**src/hw/iso_defs.vh**
```
// Constants for the isolator channel with refresh and watchdog
`ifndef ISO_DEFS_VH
`define ISO_DEFS_VH

`define ISO_CLK_MHZ 50
`define ISO_TICK_US 1
`define ISO_TICK_CYC (`ISO_TICK_US * `ISO_CLK_MHZ)
`define ISO_REFRESH_US 140
`define ISO_REFRESH_TICKS (`ISO_REFRESH_US / `ISO_TICK_US)
`define ISO_WDOG_US 200
`define ISO_WDOG_TICKS (`ISO_WDOG_US / `ISO_TICK_US)
`define ISO_RESTORE_US 150
`define ISO_CNT_W 16

`define ISO_WORD_W 2
`define ISO_WORD_LVL 0
`define ISO_WORD_RFR 1
`define ISO_FIFO_DEPTH 32
`define ISO_FIFO_AW 5

`define ISO_PIN_N 5
`define ISO_PIN_DATA 0
`define ISO_PIN_CTL1 1
`define ISO_PIN_CTL2 2
`define ISO_PIN_PWR1 3
`define ISO_PIN_PWR2 4
`define ISO_PIN_RST 5'h06

`endif

```
**src/hw/iso_fifo.v**
```verilog
// Barrier pulse FIFO with registered read stage
`timescale 1ns/1ns
module iso_fifo #(
	parameter W = 2,
	parameter DEPTH = 32,
	parameter AW = 5
) (
	// Clock and reset
	input wire clk_in,
	input wire nrst_in,
	input wire en_in,
	input wire flush_in,
	// Write side
	input wire in_valid_in,
	input wire [W-1:0] in_data_in,
	output wire in_ready_out,
	// Read side
	output wire out_valid_out,
	output wire [W-1:0] out_data_out,
	input wire out_ready_in
);
	localparam integer DEPTH_I = DEPTH;
	localparam [AW:0] FULL = DEPTH_I[AW:0];

	reg [W-1:0] mem [0:DEPTH-1];
	reg [AW-1:0] wr_q;
	reg [AW-1:0] rd_q;
	reg [AW:0] cnt_q;
	reg ov_q;
	reg [W-1:0] od_q;

	wire push = in_valid_in && (cnt_q != FULL) && !flush_in;
	wire take = ov_q && out_ready_in;
	wire load = (cnt_q != {(AW+1){1'b0}}) && (!ov_q || take) && !flush_in;

	// Storage without reset
	always @(posedge clk_in) begin
		if (en_in && push) begin
			mem[wr_q] <= in_data_in;
		end
	end

	always @(posedge clk_in or negedge nrst_in) begin
		if (!nrst_in) begin
			wr_q <= {AW{1'b0}};
			rd_q <= {AW{1'b0}};
			cnt_q <= {(AW+1){1'b0}};
			ov_q <= 1'b0;
			od_q <= {W{1'b0}};
		end else if (en_in) begin
			if (flush_in) begin
				wr_q <= {AW{1'b0}};
				rd_q <= {AW{1'b0}};
				cnt_q <= {(AW+1){1'b0}};
				ov_q <= 1'b0;
			end else begin
				if (push) begin
					wr_q <= wr_q + {{(AW-1){1'b0}}, 1'b1};
				end
				if (load) begin
					od_q <= mem[rd_q];
					rd_q <= rd_q + {{(AW-1){1'b0}}, 1'b1};
				end
				cnt_q <= cnt_q + {{AW{1'b0}}, push} - {{AW{1'b0}}, load};
				ov_q <= load | (ov_q & ~take);
			end
		end
	end

	assign in_ready_out = (cnt_q != FULL);
	assign out_valid_out = ov_q;
	assign out_data_out = od_q;
endmodule

```
**src/hw/iso_sync.v**
```verilog
// Two-stage synchroniser for a group of pin inputs
`timescale 1ns/1ns
module iso_sync #(
	parameter W = 5,
	parameter [W-1:0] RST_VAL = {W{1'b0}}
) (
	// Clock and reset
	input wire clk_in,
	input wire nrst_in,
	input wire en_in,
	// Data
	input wire [W-1:0] d_in,
	output wire [W-1:0] q_out
);
	reg [W-1:0] meta_q;
	reg [W-1:0] sync_q;

	always @(posedge clk_in or negedge nrst_in) begin
		if (!nrst_in) begin
			meta_q <= RST_VAL;
			sync_q <= RST_VAL;
		end else if (en_in) begin
			meta_q <= d_in;
			sync_q <= meta_q;
		end
	end

	assign q_out = sync_q;
endmodule

```
**src/hw/iso_top.v**
```verilog
// One isolator channel: edge encoder, barrier FIFO, bistable decoder, refresh, watchdog
`timescale 1ns/1ns
`include "iso_defs.vh"
module iso_top #(
	parameter DEFAULT_HIGH = 1,
	parameter TICK_CYC = `ISO_TICK_CYC,
	parameter REFRESH_TICKS = `ISO_REFRESH_TICKS,
	parameter WDOG_TICKS = `ISO_WDOG_TICKS
) (
	// Clock, reset, enable
	input wire ref_clk_in,
	input wire nrst_in,
	input wire clk_en_in,
	// Input side pins
	input wire channel_a_input_in,
	input wire refresh_ctl_side1_n_in,
	input wire side1_power_ok_in,
	// Output side pins
	input wire refresh_ctl_side2_n_in,
	input wire side2_power_ok_in,
	output wire channel_a_output_out,
	output wire channel_a_output_oe_n_out,
	// Status
	output wire watchdog_tripped_out,
	output wire refresh_active_out,
	output wire barrier_full_out
);
	localparam CW = `ISO_CNT_W;
	localparam WW = `ISO_WORD_W;
	localparam integer TICK_LAST_I = TICK_CYC - 1;
	localparam integer RFR_LAST_I = REFRESH_TICKS - 1;
	// Timeout always above the refresh interval
	localparam integer WDOG_LIM_I = (WDOG_TICKS > REFRESH_TICKS) ? WDOG_TICKS
		: REFRESH_TICKS + 1;
	localparam [CW-1:0] TICK_LAST = TICK_LAST_I[CW-1:0];
	localparam [CW-1:0] RFR_LAST = RFR_LAST_I[CW-1:0];
	localparam [CW-1:0] WDOG_LIM = WDOG_LIM_I[CW-1:0];
	localparam [CW-1:0] CNT_ONE = {{(CW-1){1'b0}}, 1'b1};
	localparam [0:0] DEF_LVL = (DEFAULT_HIGH != 0) ? 1'b1 : 1'b0;

	// Counter has reached its limit
	function reached;
		input [CW-1:0] cnt;
		input [CW-1:0] lim;
		begin
			reached = (cnt >= lim);
		end
	endfunction

	// Counter step with saturation
	function [CW-1:0] step;
		input [CW-1:0] cnt;
		begin
			step = (&cnt) ? cnt : cnt + CNT_ONE;
		end
	endfunction

	// Barrier word from refresh flag and level
	function [WW-1:0] mk_word;
		input rfr;
		input lvl;
		begin
			mk_word = {WW{1'b0}};
			mk_word[`ISO_WORD_RFR] = rfr;
			mk_word[`ISO_WORD_LVL] = lvl;
		end
	endfunction

	// Pin synchronisers
	wire [`ISO_PIN_N-1:0] pins_s;

	iso_sync #(
		.W(`ISO_PIN_N),
		.RST_VAL(`ISO_PIN_RST)
	) u_sync (
		.clk_in(ref_clk_in),
		.nrst_in(nrst_in),
		.en_in(clk_en_in),
		.d_in({side2_power_ok_in, side1_power_ok_in, refresh_ctl_side2_n_in,
			refresh_ctl_side1_n_in, channel_a_input_in}),
		.q_out(pins_s)
	);

	wire data_s = pins_s[`ISO_PIN_DATA];
	wire pwr1_s = pins_s[`ISO_PIN_PWR1];
	wire pwr2_s = pins_s[`ISO_PIN_PWR2];
	// Both controls low enables refresh and watchdog
	wire refresh_en = !pins_s[`ISO_PIN_CTL1] && !pins_s[`ISO_PIN_CTL2];

	// Free-running time base
	reg [CW-1:0] tick_cnt_q;
	reg tick_q;

	always @(posedge ref_clk_in or negedge nrst_in) begin
		if (!nrst_in) begin
			tick_cnt_q <= {CW{1'b0}};
			tick_q <= 1'b0;
		end else if (clk_en_in) begin
			if (reached(tick_cnt_q, TICK_LAST)) begin
				tick_cnt_q <= {CW{1'b0}};
				tick_q <= 1'b1;
			end else begin
				tick_cnt_q <= tick_cnt_q + CNT_ONE;
				tick_q <= 1'b0;
			end
		end
	end

	// Barrier FIFO signals
	wire f_in_ready;
	wire f_out_valid;
	wire [WW-1:0] f_out_data;

	// Output side power-up edge
	reg pwr2_prev_q;
	wire pwr2_rise = pwr2_s && !pwr2_prev_q;

	// Input side encoder
	reg prev_q;
	reg [CW-1:0] idle_q;
	reg pend_q;
	reg [WW-1:0] pend_word_q;

	wire in_edge = pwr1_s && (data_s != prev_q);
	wire push = pend_q && f_in_ready;
	wire refresh_due = pwr1_s && refresh_en && tick_q && reached(idle_q, RFR_LAST)
		&& !pend_q && !in_edge;

	always @(posedge ref_clk_in or negedge nrst_in) begin
		if (!nrst_in) begin
			prev_q <= 1'b0;
			idle_q <= {CW{1'b0}};
			pend_q <= 1'b0;
			pend_word_q <= {WW{1'b0}};
		end else if (clk_en_in) begin
			prev_q <= data_s;
			if (!pwr1_s) begin
				// Dead input side sends nothing
				idle_q <= {CW{1'b0}};
				pend_q <= 1'b0;
			end else begin
				if (in_edge || refresh_due) begin
					idle_q <= {CW{1'b0}};
				end else if (tick_q) begin
					idle_q <= step(idle_q);
				end
				if (in_edge) begin
					// Newest edge wins over a stalled one
					pend_q <= 1'b1;
					pend_word_q <= mk_word(1'b0, data_s);
				end else if (pwr2_rise) begin
					pend_q <= 1'b0;
				end else if (refresh_due) begin
					pend_q <= 1'b1;
					pend_word_q <= mk_word(1'b1, data_s);
				end else if (push) begin
					pend_q <= 1'b0;
				end
			end
		end
	end

	iso_fifo #(
		.W(WW),
		.DEPTH(`ISO_FIFO_DEPTH),
		.AW(`ISO_FIFO_AW)
	) u_fifo (
		.clk_in(ref_clk_in),
		.nrst_in(nrst_in),
		.en_in(clk_en_in),
		.flush_in(pwr2_rise),
		.in_valid_in(pend_q && !pwr2_rise),
		.in_data_in(pend_word_q),
		.in_ready_out(f_in_ready),
		.out_valid_out(f_out_valid),
		.out_data_out(f_out_data),
		.out_ready_in(pwr2_s && !pwr2_rise)
	);

	// Output side decoder and watchdog
	reg dec_q;
	reg [CW-1:0] wd_q;
	reg trip_q;
	// Stale word in the read stage must not cross at power-up
	wire pop = f_out_valid && pwr2_s && !pwr2_rise;

	always @(posedge ref_clk_in or negedge nrst_in) begin
		if (!nrst_in) begin
			pwr2_prev_q <= 1'b0;
			dec_q <= DEF_LVL;
			wd_q <= {CW{1'b0}};
			trip_q <= 1'b0;
		end else if (clk_en_in) begin
			pwr2_prev_q <= pwr2_s;
			if (!pwr2_s) begin
				// Unpowered output keeps its last level
				wd_q <= {CW{1'b0}};
				trip_q <= 1'b0;
			end else if (pop) begin
				dec_q <= f_out_data[`ISO_WORD_LVL];
				wd_q <= {CW{1'b0}};
				trip_q <= 1'b0;
			end else if (!refresh_en) begin
				wd_q <= {CW{1'b0}};
			end else if (tick_q) begin
				if (reached(wd_q, WDOG_LIM)) begin
					dec_q <= DEF_LVL;
					trip_q <= 1'b1;
				end else begin
					wd_q <= step(wd_q);
				end
			end
		end
	end

	// Registered outputs
	reg out_q;
	reg oe_n_q;
	reg trip_out_q;
	reg rfr_q;
	reg full_q;

	always @(posedge ref_clk_in or negedge nrst_in) begin
		if (!nrst_in) begin
			out_q <= DEF_LVL;
			oe_n_q <= 1'b1;
			trip_out_q <= 1'b0;
			rfr_q <= 1'b0;
			full_q <= 1'b0;
		end else if (clk_en_in) begin
			out_q <= dec_q;
			oe_n_q <= !pwr2_s;
			trip_out_q <= trip_q;
			rfr_q <= refresh_en;
			full_q <= !f_in_ready;
		end
	end

	assign channel_a_output_out = out_q;
	assign channel_a_output_oe_n_out = oe_n_q;
	assign watchdog_tripped_out = trip_out_q;
	assign refresh_active_out = rfr_q;
	assign barrier_full_out = full_q;
endmodule

```
**config.mk**
```make
export PLATFORM = sky130hd
export DESIGN_NAME = iso_top
export DESIGN_NICKNAME = d
export VERILOG_FILES = /design/src/hw/iso_fifo.v /design/src/hw/iso_sync.v /design/src/hw/iso_top.v
export VERILOG_INCLUDE_DIRS = /design/src /design/src/hw
export SDC_FILE = /design/constraint.sdc
export NUM_CORES = 1
export LEC_CHECK = 0
export ABC_CLOCK_PERIOD_IN_PS = 3030
export BUFFER_PORTS_ARGS = -buffer_cell sky130_fd_sc_hd__buf_2
export CAP_MARGIN = 10
export CORE_MARGIN = 4
export CORE_UTILIZATION = 25
export CTS_BUF_LIST = sky130_fd_sc_hd__clkbuf_16
export DETAILED_ROUTE_END_ITERATION = 6
export GPL_TIMING_DRIVEN = 0
export PLACE_DENSITY = 0.5
export REMOVE_ABC_BUFFERS = 1
export SLEW_MARGIN = 5
export SYNTH_ARGS = -nofsm -noshare
export SYNTH_HDL_FRONTEND = slang
export SYNTH_SLANG_ARGS = --single-unit
```
**constraint.sdc**
```tcl
create_clock -name ref_clk_in -period 3.03 [get_ports ref_clk_in]
set_clock_uncertainty 0.1 [all_clocks]
set_input_delay 0.606 -clock ref_clk_in [delete_from_list [all_inputs] [get_ports ref_clk_in]]
set_output_delay 0.606 -clock ref_clk_in [all_outputs]
set_load 0.02 [all_outputs]
```
==> impl_metrics.ini <==
[synthesis]
synth_area_leaders = dfrtp_1 35%, edfxtp_1 17%, nor2_1 4.8%
synth_top_family_by_area = simple AND/OR/NAND/NOR gates
synthFlopType = dfrtp_1
ys_async_sr_fraction_pct = 73.3
synthTopCellsByCount = 81 x dfrtp_1, 75 x nor2_1, 40 x nand2_1
yosys_register_bits = 120
synth.most_common_cell = dfrtp_1
synthMuxAreaShare_pct = 6.88
syn_area_um2 = 5820
synth_top_area_share_pct = 34.8
synth-edff-count = 32
synth-simple-area-share_pct = 18.5
yosys.area_share.adder_pct = 4.65
synth-xor-area-share_pct = 2.11
yosys.area.top_type = dfrtp_1
yosysWarnings = 0
seq_area_frac_synth_pct = 54.5
syn_avg_cell_area_um2 = 11.0
postSynthCellCount = 527
synth_compound_area_share_pct = 10.6
synthDistinctLibCells = 63

[min_path]
hold_class = primary input to asynchronous set/reset pin

[route]
routed-wl-met3_um = 323
top_layer_used = met4
first_iter_violations = 183
dr.pass1.iters = 4
detail-route-antenna-nets = 0
vias = 4066
routedWlPerCell_um = 14.0
route.met2.wl_um = 5760
via_per_inst = 4.68
met1_length_um = 5790
wl_um = 12100
route.detailed.drc = 0

[power_and_ir_drop]
leakagePower_nw = 2.75
p_per_area_nw_per_um2 = 773
ir_drop_v = 0.000440

[critical_path]
critPathBufInv = 2
critPathLaunchType = flip-flop
critical_path.max_fanout = 4
worst_r2r_path_depth = 14
crit_chain = inv_2 -> ha_2 -> nand4bb_4 -> a21boi_4 -> and2_1 -> ha_1 -> inv_1 -> ha_1 -> fa_2 -> a21oi_2 -> nor2_1 -> nor2_1 -> xor2_1 -> o22ai_1
crit_start = u_fifo.cnt_q[4]$_DFFE_PN0P_
cp.required_ps = 3190
worstReg2RegStart = u_fifo.cnt_q[4]$_DFFE_PN0P_
timing.rr.end = u_fifo.cnt_q[4]$_DFFE_PN0P_
cpMaxStageDelayCell = dfrtp_1
cp-end-kind = flip-flop
arrival_ps = 3060
reg2reg_slack_ps = 130
cpPeakStageDelay_ps = 370
worstSetupPathType = flip-flop to flip-flop
cp_top_family = adder cells

[floorplanning]
fp-row-count = 55
start_util_pct = 25.5
chipHeight_um = 161
dieArea_um2 = 25800
chipWidth_um = 161
ios = 13
core_area_um2 = 22800

[global_route]
gr-usage-all-layers_pct = 9.91
grt_pass1_vias = 4273
grt_max_degree = 59
grt-ovfl-total = 0
antenna_found_initial = 0
grt_pass1_wl_um = 20900

[placement]
hpwl_um = 7920
post_dp_cell_area_um2 = 6210
dp_slack_ps = -230
io_buffer_count = 12
place_congestion = 0.768

[clocking]
clkTransAtPathRegs_ps = 60
cts_buffers = 17
cts_tree = done
numClockSinks = 120
h-tree-depth = 4
cts_root_buffer = clkbuf_16
cts_max_path_buffers = 2
clk_latency_ps = 420
postCtsHoldBufs = 0

[job]
maxCapViolations = 0

[timing]
slew_violations = 0
worstMarginPinSlew_ps = 1000
setup_slack_ps = 126
setup-violations-final = 0
fmax_ghz = 0.344
fin_crit_ps = 2900
holdWs_ps = 32.4
fin_crit_sh_pct = 95.9
slew_headroom_pct = 33.1
hold_viol = 0

[finish]
fin_area_um2 = 6870
nets = 572
syn_to_final_growth_pct = 18.1
fin_util_pct = 30.2
diodes = 0
drive_above_1_share_pct = 17.8

[run_status]
status = finished, final reports clean
==> state kept, by name, indices dropped and copies added (netlist names), 5 cells and up <==
name,cells
idle_q,16
tick_cnt_q,16
u_fifo.cnt_q,6
u_fifo.mem,32
u_fifo.rd_q,5
u_fifo.wr_q,5
u_sync.meta_q,5
u_sync.q_out,5
wd_q,16
==> routing by layer <==
layer  GRT usage [%]  vias to the layer above
met4            4.73                        0
li1                -                     1959
met2            16.2                       60
met1            12.3                     2024
met3            2.46                       23
met5               0                        -
==> logic make-up after synthesis <==
family / after synthesis
adders and majority gates: 21
AOI/OAI and AO/OA: 91
muxes: 28
buffers and inverters: 38
xor gates and xnor gates: 14
and+or+nand+nor: 215
DFF: 120
==> cell usage in the layout, fill, tap and decap left out, drive strengths merged, types with 12 or more instances in the layout <==
cell / instances
inv: 23
nor2: 77
clkbuf: 18
nand3: 32
buf: 15
ha: 20
nand2: 41
mux2: 16
o21ai: 22
dfrtp: 81
a21oi: 12
edfxtp: 32
and2: 13
==> layout make-up <==
type                    instances  area, um2
clock inverters                14        124
fillers                      2303      15900
multi-input cells             369       2550
inverters                      20       75.1
repair buffers                 15        105
clock buffers                  18        450
flip-flops and latches        120       3170
well taps                     313        392
==> repair_timing <==
item                       in CTS  in global routing
pin swaps                       0                  2
resized for setup               9                  7
setup buffers                   0                  2
setup endpoints to repair       2                  2
==> through the flow <==
step / total power, mW / setup TNS (ps) / cells
finish: 5.31 / 0 / 869
global route: 5.62 / -46.8 / 869
CTS: 5.31 / 0 / 867
detailed placement: 3.27 / -5590 / 835
global placement: 3.20 / -2880 / 834
floorplan: 2.93 / 0 / 509
==> report_power, final <==
group          leakage [nW]  internal, mW  total (mW)  switching (mW)
logic                  1.04         0.568        1.19           0.618
registers              1.43          1.90        2.18           0.277
clock network         0.278          1.18        1.95           0.770
total                  2.75          3.65        5.31            1.66
==> worst max path at each step <==
| stage | endpoint | slack (ps) | cells past startpoint |
|---|---|---|---|
| CTS | u_fifo.cnt_q[4]$_DFFE_PN0P_ | 30 | 14 |
| global route | u_fifo.mem[3][0]$_DFFE_PP_ | -20 | 5 |
| global placement | u_fifo.mem[3][0]$_DFFE_PP_ | -130 | 5 |
| detailed placement | u_fifo.mem[7][0]$_DFFE_PP_ | -230 | 5 |
| floorplan | u_fifo.cnt_q[4]$_DFFE_PN0P_ | 300 | 14 |
| finish | u_fifo.cnt_q[4]$_DFFE_PN0P_ | 130 | 14 |
Power figures use the tool's default switching activity.
